`src/inc/dadc_pkg.sv`:
```
// Shared constants and types of the dual converter output control block.
// Assumes one fabric clock; the sample clock arrives as a synchronous level.
package dadc_pkg;

    // ------------------------------------------------------------------
    // Data path
    // ------------------------------------------------------------------
    localparam int          DADC_W         = 10;
    localparam int          DADC_PIPE      = 3;
    localparam int          DADC_TAP       = 2;

    // ------------------------------------------------------------------
    // Offset correction sequence
    // ------------------------------------------------------------------
    localparam int          DADC_CNT_W     = 6;
    localparam int          DADC_SUM_W     = 15;
    localparam int          DADC_CAL_SHIFT = 5;
    localparam logic [5:0]  DADC_CAL_SKIP  = 6'h02;
    localparam logic [5:0]  DADC_CAL_LAST  = 6'h21;

    // ------------------------------------------------------------------
    // APB register map
    // ------------------------------------------------------------------
    localparam int          DADC_AW        = 8;
    localparam int          DADC_DW        = 32;
    localparam logic [7:0]  DADC_ADDR_CTRL = 8'h00;
    localparam logic [7:0]  DADC_ADDR_STAT = 8'h04;
    localparam logic [7:0]  DADC_ADDR_OFFS = 8'h08;

    localparam int          DADC_CTRL_W    = 6;
    localparam logic [5:0]  DADC_CTRL_RST  = 6'h00;
    localparam int          DADC_CTRL_BUS  = 0;
    localparam int          DADC_CTRL_FMT  = 1;
    localparam int          DADC_CTRL_GAIN = 2;
    localparam int          DADC_CTRL_SBY  = 3;
    localparam int          DADC_CTRL_SLP  = 4;
    localparam int          DADC_CTRL_OCT  = 5;

    localparam int          DADC_STAT_BSYI = 0;
    localparam int          DADC_STAT_BSYQ = 1;
    localparam int          DADC_STAT_MODE = 2;
    localparam int          DADC_STAT_IQ   = 4;
    localparam int          DADC_OFFS_Q    = 16;

    // ------------------------------------------------------------------
    // Power modes
    // ------------------------------------------------------------------
    typedef enum logic [1:0] {
        DADC_RUN,
        DADC_STANDBY,
        DADC_SLEEP
    } dadc_pmode_t;

endpackage

```
`src/inc/dadc_chan_if.sv`:
```
// Link between the top block and one channel's offset corrector.
// Assumes both ends run on the same fabric clock.
`timescale 1ns/10ps
interface dadc_chan_if #(parameter int W = 10);
    logic         strobe;
    logic         start;
    logic [W-1:0] raw;
    logic [W-1:0] corr;
    logic [W-1:0] offset;
    logic         busy;

    modport ctrl (output strobe, output start, output raw, input corr, input offset, input busy);
    modport corr_end (input strobe, input start, input raw, output corr, output offset, output busy);
endinterface

```
`src/design/dadc_format.sv`:
```
// Output code formatter: two's complement word in, selected coding out.
// Assumes the input word is already offset corrected and saturated.
`timescale 1ns/10ps
module dadc_format #(
    parameter int W = 10
) (
    input  wire logic         fmt_twos,
    input  wire logic [W-1:0] word,
    output logic      [W-1:0] code
);
    import dadc_pkg::*;

    // ------------------------------------------------------------------
    // Coding
    // ------------------------------------------------------------------
    // Offset binary is two's complement with the sign bit turned round
    always_comb begin
        code = fmt_twos ? word : {~word[W-1], word[W-2:0]};
    end
endmodule

```
`src/design/dadc_offset.sv`:
```
// One channel's offset correction: averages a calibration run, subtracts it.
// Assumes strobe pulses once per sample clock period; raw is offset binary.
`timescale 1ns/10ps
module dadc_offset #(
    parameter int W = 10
) (
    input  wire logic   clk,
    input  wire logic   srst,
    dadc_chan_if.corr_end ch
);
    import dadc_pkg::*;

    typedef struct packed {
        logic                  busy;
        logic [DADC_CNT_W-1:0] cnt;
        logic [DADC_SUM_W-1:0] sum;
        logic [W-1:0]          offset;
    } dadc_ofs_t;

    dadc_ofs_t      st;
    dadc_ofs_t      next_st;
    logic [W-1:0]   sraw;
    logic [DADC_SUM_W-1:0] sext;
    logic [DADC_SUM_W-1:0] fsum;
    logic [W:0]     diff;

    // ------------------------------------------------------------------
    // Sequence and subtraction
    // ------------------------------------------------------------------
    always_comb begin
        next_st = st;
        sraw    = {~ch.raw[W-1], ch.raw[W-2:0]};
        sext    = {{(DADC_SUM_W-W){sraw[W-1]}}, sraw};
        fsum    = st.sum + sext;
        if (!st.busy && ch.start) begin
            next_st.busy = 1'b1;
            next_st.cnt  = '0;
            next_st.sum  = '0;
        end else if (st.busy && ch.strobe) begin
            // First two periods let the pipeline settle, the next 32 are summed
            if (st.cnt >= DADC_CAL_SKIP) begin
                next_st.sum = fsum;
            end
            if (st.cnt == DADC_CAL_LAST) begin
                next_st.busy   = 1'b0;
                next_st.offset = fsum[DADC_SUM_W-1:DADC_CAL_SHIFT];
            end
            next_st.cnt = st.cnt + 1'b1;
        end
        // Saturate so a large offset clips instead of wrapping
        diff = {sraw[W-1], sraw} - {st.offset[W-1], st.offset};
        if (diff[W] != diff[W-1]) begin
            ch.corr = {diff[W], {(W-1){~diff[W]}}};
        end else begin
            ch.corr = diff[W-1:0];
        end
        ch.busy   = st.busy;
        ch.offset = st.offset;
    end

    always_ff @(posedge clk) begin
        if (srst) begin
            st <= '0;
        end else begin
            st <= next_st;
        end
    end
endmodule

```
`src/design/dadc_top.sv`:
```
// Output control of a dual 10-bit sampling converter with an APB register port.
// Assumes SAMPLE_CLK is synchronous to CLK and far slower; I_CONV and Q_CONV
// carry the quantiser's offset binary result, valid at each sample instant.
//
// Decided for this implementation: the APB register port and the register offsets.
`timescale 1ns/10ps
module dadc_top #(
    parameter int W = dadc_pkg::DADC_W
) (
    input  wire logic                         CLK,
    input  wire logic                         SRST,
    input  wire logic                         SAMPLE_CLK,
    input  wire logic [W-1:0]                 I_CONV,
    input  wire logic [W-1:0]                 Q_CONV,
    input  wire logic                         PSEL,
    input  wire logic                         PENABLE,
    input  wire logic                         PWRITE,
    input  wire logic [dadc_pkg::DADC_AW-1:0] PADDR,
    input  wire logic [dadc_pkg::DADC_DW-1:0] PWDATA,
    output logic      [dadc_pkg::DADC_DW-1:0] PRDATA,
    output logic                              PREADY,
    output logic                              PSLVERR,
    output logic      [W-1:0]                 DATA_I,
    output logic      [W-1:0]                 DATA_Q,
    output logic                              IQ_IND,
    output logic                              ANA_GAIN,
    output logic                              ANA_STANDBY,
    output logic                              ANA_SLEEP
);
    import dadc_pkg::*;

    // ------------------------------------------------------------------
    // State
    // ------------------------------------------------------------------
    typedef struct packed {
        logic [DADC_CTRL_W-1:0]          ctrl;
        logic                            prev_sclk;
        logic                            prev_trig;
        logic [DADC_PIPE-1:0][W-1:0]     pipe_i;
        logic [DADC_PIPE-1:0][W-1:0]     pipe_q;
        logic [W-1:0]                    data_i;
        logic [W-1:0]                    data_q;
        logic                            iq_ind;
        logic                            ana_gain;
        logic                            ana_standby;
        logic                            ana_sleep;
        logic [DADC_DW-1:0]              prdata;
        logic                            pready;
        logic                            pslverr;
    } dadc_top_t;

    dadc_top_t      st;
    dadc_top_t      next_st;

    dadc_pmode_t    pmode;
    logic           run;
    logic           bus_select;
    logic           format_select;
    logic           offset_correct_trigger;
    logic           sclk_fall;
    logic           sclk_rise;
    logic           cal_start;
    logic [W-1:0]   code_i;
    logic [W-1:0]   code_q;
    logic [DADC_DW-1:0] stat_word;
    logic [DADC_DW-1:0] offs_word;

    dadc_chan_if #(.W(W)) ch_i ();
    dadc_chan_if #(.W(W)) ch_q ();

    // ------------------------------------------------------------------
    // Control decode
    // ------------------------------------------------------------------
    assign bus_select             = st.ctrl[DADC_CTRL_BUS];
    assign format_select          = st.ctrl[DADC_CTRL_FMT];
    assign offset_correct_trigger = st.ctrl[DADC_CTRL_OCT];

    // Sleep is checked first so it wins when both requests are set
    always_comb begin
        if (st.ctrl[DADC_CTRL_SLP]) begin
            pmode = DADC_SLEEP;
        end else if (st.ctrl[DADC_CTRL_SBY]) begin
            pmode = DADC_STANDBY;
        end else begin
            pmode = DADC_RUN;
        end
    end

    assign run       = (pmode == DADC_RUN);
    assign sclk_fall = st.prev_sclk & ~SAMPLE_CLK;
    assign sclk_rise = ~st.prev_sclk & SAMPLE_CLK;
    // A trigger edge seen while not converting is dropped, not queued
    assign cal_start = offset_correct_trigger & ~st.prev_trig & run;

    // ------------------------------------------------------------------
    // Channel correctors and formatters
    // ------------------------------------------------------------------
    assign ch_i.strobe = sclk_fall & run;
    assign ch_q.strobe = sclk_fall & run;
    assign ch_i.start  = cal_start;
    assign ch_q.start  = cal_start;
    assign ch_i.raw    = I_CONV;
    assign ch_q.raw    = Q_CONV;

    dadc_offset #(.W(W)) u_ofs_i (
        .clk  (CLK),
        .srst (SRST),
        .ch   (ch_i.corr_end)
    );

    dadc_offset #(.W(W)) u_ofs_q (
        .clk  (CLK),
        .srst (SRST),
        .ch   (ch_q.corr_end)
    );

    dadc_format #(.W(W)) u_fmt_i (
        .fmt_twos (format_select),
        .word     (ch_i.corr),
        .code     (code_i)
    );

    dadc_format #(.W(W)) u_fmt_q (
        .fmt_twos (format_select),
        .word     (ch_q.corr),
        .code     (code_q)
    );

    // ------------------------------------------------------------------
    // Register read views
    // ------------------------------------------------------------------
    always_comb begin
        stat_word                                    = '0;
        stat_word[DADC_STAT_BSYI]                    = ch_i.busy;
        stat_word[DADC_STAT_BSYQ]                    = ch_q.busy;
        stat_word[DADC_STAT_MODE +: $bits(pmode)]    = pmode;
        stat_word[DADC_STAT_IQ]                      = st.iq_ind;
        offs_word                                    = '0;
        offs_word[W-1:0]                             = ch_i.offset;
        offs_word[DADC_OFFS_Q +: W]                  = ch_q.offset;
    end

    // ------------------------------------------------------------------
    // Next state
    // ------------------------------------------------------------------
    always_comb begin
        next_st           = st;
        next_st.prev_sclk = SAMPLE_CLK;
        next_st.prev_trig = offset_correct_trigger;

        // Analog front end controls follow the register one cycle later
        next_st.ana_gain    = st.ctrl[DADC_CTRL_GAIN];
        next_st.ana_standby = (pmode == DADC_STANDBY);
        next_st.ana_sleep   = (pmode == DADC_SLEEP);

        // Sampling: both channels shift in on the same falling edge
        if (sclk_fall && run) begin
            next_st.pipe_i = {st.pipe_i[DADC_PIPE-2:0], code_i};
            next_st.pipe_q = {st.pipe_q[DADC_PIPE-2:0], code_q};
        end

        // Output update; when not running data_i and iq_ind hold the last word, data_q too unless multiplexed mode clears it
        if (sclk_rise && run) begin
            next_st.data_i = st.pipe_i[DADC_TAP];
            next_st.data_q = st.pipe_q[DADC_TAP];
            next_st.iq_ind = 1'b1;
        end else if (sclk_fall && run) begin
            // Pre-shift tap holds the word sampled three falls ago
            if (!bus_select) begin
                next_st.data_i = st.pipe_q[DADC_TAP];
            end
            next_st.iq_ind = 1'b0;
        end
        // Q lines held low in every cycle of multiplexed mode
        if (!bus_select) begin
            next_st.data_q = '0;
        end

        // APB: ready is raised in the access phase of every transfer
        next_st.pready  = 1'b0;
        next_st.pslverr = 1'b0;
        if (PSEL && !PENABLE) begin
            next_st.pready = 1'b1;
            next_st.prdata = '0;
            if (PWRITE) begin
                next_st.pslverr = (PADDR != DADC_ADDR_CTRL);
            end else begin
                case (PADDR)
                    DADC_ADDR_CTRL: begin
                        next_st.prdata = {{(DADC_DW-DADC_CTRL_W){1'b0}}, st.ctrl};
                    end
                    DADC_ADDR_STAT: begin
                        next_st.prdata = stat_word;
                    end
                    DADC_ADDR_OFFS: begin
                        next_st.prdata = offs_word;
                    end
                    default: begin
                        next_st.pslverr = 1'b1;
                    end
                endcase
            end
        end
        if (PSEL && PENABLE && st.pready && PWRITE && (PADDR == DADC_ADDR_CTRL)) begin
            next_st.ctrl = PWDATA[DADC_CTRL_W-1:0];
        end
    end

    // ------------------------------------------------------------------
    // Registers
    // ------------------------------------------------------------------
    always_ff @(posedge CLK) begin
        if (SRST) begin
            st      <= '0;
            st.ctrl <= DADC_CTRL_RST;
        end else begin
            st <= next_st;
        end
    end

    // ------------------------------------------------------------------
    // Outputs
    // ------------------------------------------------------------------
    // Every data line is a plain flop output: no high-impedance state exists
    assign DATA_I      = st.data_i;
    assign DATA_Q      = st.data_q;
    assign IQ_IND      = st.iq_ind;
    assign ANA_GAIN    = st.ana_gain;
    assign ANA_STANDBY = st.ana_standby;
    assign ANA_SLEEP   = st.ana_sleep;
    assign PRDATA      = st.prdata;
    assign PREADY      = st.pready;
    assign PSLVERR     = st.pslverr;
endmodule

```
`config.mk`:
```
export PLATFORM = sky130hd
export DESIGN_NAME = dadc_top
export DESIGN_NICKNAME = d
export VERILOG_FILES = /design/src/inc/dadc_pkg.sv /design/src/inc/dadc_chan_if.sv /design/src/design/dadc_format.sv /design/src/design/dadc_offset.sv /design/src/design/dadc_top.sv
export SDC_FILE = /design/constraint.sdc
export NUM_CORES = 1
export LEC_CHECK = 0
export ABC_CLOCK_PERIOD_IN_PS = 2600
export BUFFER_PORTS_ARGS = -buffer_cell sky130_fd_sc_hd__buf_2
export CAP_MARGIN = 40
export CORE_MARGIN = 2
export CORE_UTILIZATION = 50
export DETAILED_ROUTE_END_ITERATION = 8
export PLACE_DENSITY = 0.77
export SYNTH_ARGS = -nofsm -noshare
export SYNTH_HDL_FRONTEND = slang
export SYNTH_SLANG_ARGS = --single-unit
```
`constraint.sdc`:
```
create_clock -name CLK -period 2.6 [get_ports CLK]
set_input_delay 0.13 -clock CLK [delete_from_list [all_inputs] [get_ports CLK]]
set_output_delay 0.13 -clock CLK [all_outputs]
set_load 0.005 [all_outputs]
```
==> results.yml, run 1 <==
outcome:
  status: "complete, no violations"
critical_path:
  cpMaxStageDelayCell: "or4_1"
  critPathBufInv: 0
  r2r_setup_slack_ns: 0.06
  crit_family: "compound AO/OA/AOI/OAI gates"
  cp_cell_sequence: "ha_1 -> fa_1 -> a21o_1 -> a221oi_4 -> a31oi_2 -> mux2i_1 -> nand2_1 -> or4_1 -> o311ai_1"
  r2r_cells: 9
  crit_end: "u_ofs_i.ch.offset[9]"
  path_depth: 9
  path_class: "reg2reg"
  endpoint_kind: "flip-flop"
  worstSetupStartpoint: "u_ofs_i.st[10]"
  crit_path_start_kind: "flip-flop"
  critPathRequiredTime_ns: 2.95
  slowest_delay_ns: 0.41
  path_max_fanout: 3
  crit_arrival_ns: 2.89
  reg2reg_to: "u_ofs_i.ch.offset[9]"
  rr_startpoint: "u_ofs_i.st[10]"
layout:
  multiInputGateArea_um2: 5230
  final_cell_mix: "nand2_1 (217), dfxtp_1 (178), a21oi_1 (114)"
  seq_area_um2: 3560
  layout.nets: 1319
  stdcell_area_um2: 10500
  layout-drive-gt1-share_pct: 14.5
  final_common_cell: "nand2_1"
  num_antenna_cells: 0
  final.fill_count: 1662
  area_delta_synth_final_pct: 12.1
  final_cells: 1442
timing:
  hold_viol_final: 0
  period_minus_slack_ns: 2.54
  setup_viol: 0
  period_share_pct: 97.8
  setup_ws_ns: 0.0560
  clock_skew_ns: 0.0133
  drv_slew: 0
  max_freq_mhz: 393
  rsz0062_at_grt: "yes"
  max-slew-margin-rel_pct: 44.6
  tightestPinTransition_ns: 0.819
floorplanning:
  die_area_um2: 19900
  fp-row-count: 50
  core_area_um2: 18600
  die_y_um: 141
  initial_core_util_pct: 50.6
  fp.dieW_um: 141
  ios: 124
yosys:
  async_flop_share_pct: 0
  synth_seq_cells: 178
  synth_flop_cell: "dfxtp_1"
  synth_cells: 1154
  ys.warnings.count: 0
  synth.cell_area_um2: 9400
  syn_area_per_cell_um2: 8.15
  synth_edf_count: 0
  yosysSeqAreaShare_pct: 37.9
  synthDistinctLibCells: 70
job:
  cap_viol_max_count: 0
power:
  power_density_nw_per_um2: 560
  ir_worst_vdd_v: 0.000459
  p_leak_nw: 4.21
  power_mw: 5.90
placement:
  numPortBuffers: 85
  post-place-ws_ns: 0.0756
  placed_cells: 1402
  place.gp.congestion: 0.904
  hpwl_um: 14500
  post_dp_cell_area_um2: 9780
cts:
  clock_latency_ns: 0.45
  post_cts_buffers: 0
  cts_tree: "yes"
  clock_path_buffers: 2
  cts_buffers: 17
  clock_sinks: 178
  htreeDepth: 4
  clk_root_buffer_cell: "clkbuf_16"
  clk_pin_slew_ns: 0.07
detailed_routing:
  drtPass1Iterations: 5
  drt_iter0_drc: 543
  drc: 0
  wirelength_um: 21200
  post_drt_via_cell_ratio: 5.54
  antenna_left: 0
  vias: 7995
  wl_per_cell_um: 14.7
grt:
  grt_pass1_vias: 7346
  grt_use_total_pct: 21.2
  grt_overflow_total: 0
  grt_max_degree: 118
  antenna_found_initial: 0
  grt_pass1_wl_um: 34300
hold_path:
  hold_path.class: "in2reg"
[report_power, final]
| group | switching [mW] | total, mW | leakage, nW | internal (mW) |
|---|---|---|---|---|
| clock | 1.21 | 2.61 | 0.288 | 1.40 |
| sequential | 0.0177 | 2.78 | 1.44 | 2.76 |
| combinational | 0.317 | 0.518 | 2.49 | 0.202 |
[worst min-delay path by stage]
| stage | slack (ns) | end | cells after the start | start |
|---|---|---|---|---|
| 4_1_cts | 0.02 | PRDATA[7] | 2 | SRST |
| 3_3_place_gp | 0.37 | format_select | 3 | PWDATA[1] |
| 6_report | 0.03 | PRDATA[8] | 2 | SRST |
| 2_1_floorplan | 0.26 | st[119] | 1 | SAMPLE_CLK |
| 3_5_place_dp | 0.37 | format_select | 3 | PWDATA[1] |
| 5_1_grt | 0.05 | u_ofs_i.ch.offset[4] | 2 | SRST |
[per-layer routing]
metal	part of all wire (%)	GRT usage (%)
met1	47	28.3
met2	46	34.4
met3	4.7	3.63
met4	2.6	7.89
met5	0	0
[cells by family (layout without fill, tap and decap cells)]
| family | after synthesis | count (layout) | synth area share [%] |
|---|---|---|---|
| simple gates | 434 | 434 | 20.4 |
| mux | 18 | 18 | 1.93 |
| buf+inv | 145 | 187 | 8.01 |
| compound gates | 278 | 279 | 19.7 |
| xor+xnor | 41 | 41 | 3.82 |
| flops | 178 | 178 | 37.9 |
| fa+ha+maj | 59 | 59 | 8.14 |
| other cells | 1 | 12 | 0.0399 |
[per-stage QoR]
stage	hold slack (ns)	util (%)	TNS (ns)
after global placement	0.365	52.6	0
after CTS	0.0220	56.3	0
final	0.0279	56.7	0
after detailed placement	0.372	52.6	0
after floorplan	0.258	-	0
after global routing	0.0514	56.7	-0.200
[area by class of cell]
cell class	instances	area share, %
multi-input combinational	843	49.6
inverter	36	1.28
sequential	178	33.8
timing repair buffer	119	6.77
tap	234	2.78
clock buffer	18	4.17
clock inverter	14	1.54
[synth_stat cells, types with 10 or more instances]
library cell	instances	area, um^2
a21o_1	16	120
nor2_1	112	420
a211oi_1	19	143
a311oi_1	11	96.3
ha_1	54	676
buf_4	52	390
nand2b_1	10	62.6
nand2_1	218	818
a21oi_1	115	576
o21ai_0	30	150
xnor2_1	30	263
nor2b_1	12	75.1
nor3_1	19	95.1
inv_1	36	135
dfxtp_1	178	3560
o21a_1	12	90.1
a22oi_1	20	150
mux2i_1	17	170
xor2_1	11	96.3
clkbuf_1	47	176
[repair_timing]
item / in CTS / in global routing
endpoints found under the setup margin: 0 / 19
gates resized for setup: 0 / 11
hold buffers: 7 / 0
hold endpoints to repair: 7 / 0
[flip-flops by register name, indices dropped and copies added, names as in the netlist, 2 cells and up]
name and cells:
st 64, u_ofs_i.st 21, u_ofs_q.st 21, PRDATA 20
DATA_I 10, DATA_Q 10, u_ofs_i.ch.offset 10, u_ofs_q.ch.offset 10
next_st 2
No activity file was read; power rests on OpenSTA's default activity.
==> inputs of run 2 (changes only) <==
==> constraint.sdc (replaced) <==
create_clock -name CLK -period 2.6 [get_ports CLK]
set_input_delay 0.52 -clock CLK [delete_from_list [all_inputs] [get_ports CLK]]
set_output_delay 0.52 -clock CLK [all_outputs]
set_load 0.005 [all_outputs]
==> results.yml, run 2 (synthesized netlist as in run 1, its figures left out) <==
critical_path:
  crit_path_start_kind: "flip-flop"
  worstSetupStartpoint: "u_ofs_i.st[10]"
  rr_startpoint: "u_ofs_i.st[10]"
  path_class: "reg2reg"
  path_max_fanout: 3
  endpoint_kind: "flip-flop"
  critPathRequiredTime_ns: 2.94
  crit_arrival_ns: 2.83
grt:
  grt_use_total_pct: 21.8
  antenna_found_initial: 0
  grt_pass1_vias: 7558
  grt_max_degree: 87
  grt_overflow_total: 0
  grt_pass1_wl_um: 35900
cts:
  htreeDepth: 4
  clock_path_buffers: 2
  clock_sinks: 178
  cts_buffers: 17
  cts_tree: "yes"
  clock_latency_ns: 0.44
  clk_pin_slew_ns: 0.07
  clk_root_buffer_cell: "clkbuf_16"
  ctsHoldBuffers: 0
layout:
  final_cells: 1490
  layout.nets: 1367
  area_delta_synth_final_pct: 16.2
  final_cell_mix: "nand2_1 (218), dfxtp_1 (177), a21oi_1 (115)"
  largest_reg_flops: 64
  final_common_cell: "nand2_1"
  final.fill_count: 1655
  layout-drive-gt1-share_pct: 18.6
  reg_top3: "st (64), u_ofs_i.st (21), u_ofs_q.st (21)"
  fin_util_pct: 58.8
  stdcell_area_um2: 10900
  num_antenna_cells: 0
  top_register: "st"
hold_path:
  min-delay-start: "PWDATA[1]"
  hold_path.class: "in2reg"
floorplanning:
  core_area_um2: 18600
  ios: 124
  fp-row-count: 50
  die_area_um2: 19900
  die_y_um: 141
  initial_core_util_pct: 50.6
  fp.dieW_um: 141
detailed_routing:
  vias: 8150
  drt_iter0_drc: 583
  post_drt_via_cell_ratio: 5.47
  drc: 0
  wl_per_cell_um: 14.6
  wirelength_um: 21700
  antenna_left: 0
  drtPass1Iterations: 5
timing:
  hold_viol_final: 0
  clock_skew_ns: 0.00883
  tightestPinTransition_ns: 0.764
  period_minus_slack_ns: 2.49
  rsz0062_at_grt: "no"
  setup_viol: 0
  setup_ws_ns: 0.108
  drv_slew: 0
  max_freq_mhz: 401
  period_share_pct: 95.8
  max-slew-margin-rel_pct: 48.4
placement:
  placed_cells: 1454
  numPortBuffers: 85
  hpwl_um: 15200
  post_dp_cell_area_um2: 10200
  post-place-ws_ns: -0.255
  place.gp.congestion: 0.922
power:
  p_int_mw: 4.44
  clockPowerShare_pct: 44.1
  ir_worst_vdd_v: 0.000449
  p_leak_nw: 4.46
  power_density_nw_per_um2: 547
  combPwrFrac_pct: 9.5
  netSwitchingFraction_pct: 25.7
  p_seq_share_pct: 46.5
  power_switching_mw: 1.53
outcome:
  status: "complete, no violations"
job:
  cap_viol_max_count: 0
-- run 2: what timing repair did --
action	in CTS	in global routing
cloned	1	0
pin swaps	0	6
setup buffers	0	3
resized for setup	1	14
hold endpoints to repair	0	0
setup endpoints to repair	1	19
-- run 2: worst max-delay path, stage by stage, from the launching register on --
cell and delay (ns):
dfxtp_1 0.32, ha_1 0.21, fa_2 0.34, a21o_1 0.22
a221oi_4 0.31, a31oi_4 0.17, mux2i_2 0.23, nand2_1 0.09
or4_1 0.41, o311ai_1 0.09
-- run 2: path summary, 6_finish.rpt --
kind	to	slack, ns	cells after the start
max	u_ofs_i.ch.offset[9]	0.11	9
min	format_select	0.32	3
max reg2reg	u_ofs_i.ch.offset[9]	0.11	9
min reg2reg	st[101]	0.45	2
-- run 2: stage by stage --
stage / hold WS [ns] / setup TNS, ns / total power [mW]
after global placement: 0.436 / -3.51 / 3.36
after global routing: 0.336 / 0 / 6.18
after floorplan: 0.427 / 0 / 3.21
after detailed placement: 0.441 / -4.45 / 3.37
final: 0.322 / 0 / 5.97
after CTS: 0.314 / 0 / 5.98
-- run 2: area by class of cell --
class	instances	area [um^2]	area share (%)
Timing Repair Buffer	167	1070	9.78
Tap cell	234	293	2.68
Inverter	36	135	1.24
Multi-Input combinational cell	843	5270	48.2
Clock inverter	15	174	1.59
Sequential cell	178	3560	32.6
Clock buffer	17	425	3.89
-- run 2: per-layer routing --
layer	part of all wire [%]	GRT usage (%)	up-vias
met3	4.3	3.97	24
met2	47	36.1	203
met5	0	0	-
li1	-	-	4121
met4	1.3	6.58	0
met1	48	29.2	3802
-- run 2: power groups by stage --
stage | combinational (mW) | sequential [mW] | clock (mW)
floorplan | 0.375 | 2.84 | 0
global placement | 0.521 | 2.84 | 0
detailed placement | 0.530 | 2.84 | 0
CTS | 0.541 | 2.78 | 2.66
global route | 0.626 | 2.78 | 2.77
finish | 0.565 | 2.78 | 2.63
==> inputs of run 3 (changes only) <==
--- a/config.mk
+++ b/config.mk
@@ -5,6 +5,7 @@
 export SDC_FILE = /design/constraint.sdc
 export NUM_CORES = 1
 export LEC_CHECK = 0
+export ABC_AREA = 1
 export ABC_CLOCK_PERIOD_IN_PS = 2600
 export BUFFER_PORTS_ARGS = -buffer_cell sky130_fd_sc_hd__buf_2
 export CAP_MARGIN = 40
==> results.yml, run 3 <==
critical_path:
  crit_family: "compound AO/OA/AOI/OAI gates"
  cpMaxStageDelayCell: "a21boi_0"
  r2r_cells: 10
  endpoint_kind: "flip-flop"
  cp_cell_sequence: "ha_1 -> a21oi_1 -> nand2_1 -> a21boi_0 -> nand3b_1 -> nand2_1 -> nand2_1 -> nand2_1 -> nand2_1 -> o21ai_0"
  slowest_delay_ns: 0.37
  reg2reg_to: "u_ofs_i.ch.offset[8]"
  crit_end: "u_ofs_i.ch.offset[8]"
  critPathMostFrequentCell: "nand2_1"
  rr_startpoint: "u_ofs_i.st[12]"
  crit_arrival_ns: 2.37
  path_depth: 10
  crit_path_start_kind: "flip-flop"
  critPathRequiredTime_ns: 2.92
  path_max_fanout: 6
  worstSetupStartpoint: "u_ofs_i.st[12]"
  r2r_setup_slack_ns: 0.55
  critPathBufInv: 0
  path_class: "reg2reg"
placement:
  place.gp.congestion: 0.927
  hpwl_um: 16400
  numPortBuffers: 85
detailed_routing:
  routed.top_layer: "met4"
  vias: 8540
  met3_length_um: 1290
  wl_per_cell_um: 14.0
  drc: 0
  antenna_left: 0
  drtPass1Iterations: 5
  post_drt_via_cell_ratio: 5.34
  wirelength_um: 22400
  wl_met1_um: 10700
  drt_iter0_drc: 590
  dr_wl_met2_um: 9870
cts:
  clk_pin_slew_ns: 0.08
  htreeDepth: 4
  cts_resized: 0
  clk_root_buffer_cell: "clkbuf_16"
  ctsHoldBuffers: 0
  clock_latency_ns: 0.43
  cts_tree: "yes"
  clock_path_buffers: 2
  post_cts_buffers: 0
  clock_sinks: 178
  cts_buffers: 17
power:
  p_seq_share_pct: 46.9
  clockPowerShare_pct: 44.4
  p_int_mw: 4.37
  ir_worst_vdd_v: 0.000534
  power_mw: 6.02
  p_leak_nw: 4.92
  netSwitchingFraction_pct: 27.4
  combPwrFrac_pct: 8.7
  power_density_nw_per_um2: 575
  power_switching_mw: 1.65
layout:
  largest_reg_flops: 64
  final_cell_mix: "nand2_1 (259), dfxtp_1 (178), nor2_1 (164)"
  final.fill_count: 1762
  multiInputGateArea_um2: 4970
  layout-drive-gt1-share_pct: 12.7
  top_register: "st"
  area_delta_synth_final_pct: 9.55
  seq_area_um2: 3560
  layout.nets: 1475
  reg_top3: "st (64), u_ofs_i.st (21), u_ofs_q.st (21)"
  final_common_cell: "nand2_1"
yosys:
  synth_top_area_share_pct: 37.3
  synth_common_cells: "nand2_1 (259), dfxtp_1 (178), nor2_1 (164)"
  syn_area_per_cell_um2: 7.26
  synth_cells: 1315
  yosysSeqAreaShare_pct: 37.3
  synthDistinctLibCells: 45
  synth.cell_area_um2: 9550
  async_flop_share_pct: 0
  synth_seq_cells: 178
  ys.warnings.count: 0
  synth.area.top_cells: "dfxtp_1 (37%), nand2_1 (10%), ha_1 (7.1%)"
  synth.largest_area_cell: "dfxtp_1"
  synth_most_common_cell: "nand2_1"
  synth_edf_count: 0
  synth_flop_cell: "dfxtp_1"
grt:
  grt_max_degree: 79
  antenna_found_initial: 1
  grt_overflow_total: 0
  grt_pass1_wl_um: 36700
  grt_pass1_vias: 7720
  grt_use_total_pct: 22.3
floorplanning:
  die_y_um: 142
  die_area_um2: 20200
  core_area_um2: 18700
  ios: 124
  initial_core_util_pct: 51.1
  fp-row-count: 50
  fp.dieW_um: 142
timing:
  rsz0062_at_grt: "no"
  max_freq_mhz: 487
  period_share_pct: 78.9
  setup_viol: 0
  clock_skew_ns: 0.0112
  drv_slew: 0
  max-slew-margin-rel_pct: 53.1
  finalSetupTns_ns: 0
  period_minus_slack_ns: 2.05
  hold_viol_final: 0
  tightestPinTransition_ns: 0.704
hold_path:
  min-delay-start: "PWDATA[5]"
  hold_path.class: "in2reg"
outcome:
  status: "complete, no violations"
job:
  cap_viol_max_count: 0
run 3: changes by cell type in the layout (fill, tap and decap cells not counted), moves of 20 or more:
cell     change
o21ai_0     +94
nor2_1      +52
nand2_1     +41
a22oi_1     -20
buf_4       -69
inv_1       +83
nand3_1     +44
run 3: cells by family after synthesis:
kind of cell    Yosys count  share of synthesized area (%)
simple gates            525                           23.5
compound gates          298                           17.0
buf+inv                 221                           11.1
flops                   178                           37.3
fa+ha+maj                58                           7.91
xor+xnor                 34                           3.12
other cells               1                         0.0393
run 3: worst min path at each step:
stage | slack (ns) | depth (start not counted) | to
2_1_floorplan | 0.42 | 2 | ANA_GAIN
3_3_place_gp | 0.45 | 2 | DATA_Q[2]
3_5_place_dp | 0.45 | 2 | DATA_Q[4]
4_1_cts | 0.37 | 3 | next_st[118]
5_1_grt | 0.38 | 3 | next_st[118]
6_report | 0.37 | 3 | next_st[118]
run 3: worst reg2reg max path: stages (launching register included):
cell,delay (ns)
dfxtp_1,0.32
ha_1,0.35
a21oi_1,0.20
nand2_1,0.13
a21boi_0,0.37
nand3b_1,0.21
nand2_1,0.08
nand2_1,0.08
nand2_1,0.06
nand2_1,0.05
o21ai_0,0.08
run 3: power groups by stage:
stage	sequential, mW	clock (mW)	combinational, mW
final	2.82	2.67	0.522
after global routing	2.83	2.81	0.592
after CTS	2.82	2.70	0.520
after detailed placement	2.88	0	0.514
after global placement	2.88	0	0.506
after floorplan	2.87	0	0.399
run 3: cell type report:
type	count	share of cell area (%)
Antenna cell	1	0.0239
Clock buffer	17	4.07
Clock inverter	15	1.97
Inverter	130	4.66
Multi-Input combinational cell	927	47.5
Sequential cell	178	34.1
Tap cell	234	2.80
Timing Repair Buffer	97	4.93
run 3: per-layer routing:
metal  vias up  GRT usage (%)
met2       248           35.1
li1       4328              -
met5         -              0
met1      3915           30.7
met4         0           7.84
met3        49           4.07
run 3: metrics by stage:
stage	worst slack [ns]	cells	util, %	hold WS [ns]	area (um^2)
detailed placement	0.222	1566	52.5	0.452	9830
floorplan	0.540	1326	-	0.425	9590
finish	0.547	1599	55.9	0.371	10500
CTS	0.586	1598	55.9	0.366	10500
global route	0.360	1598	55.9	0.381	10500
global placement	0.247	1566	52.5	0.449	9830
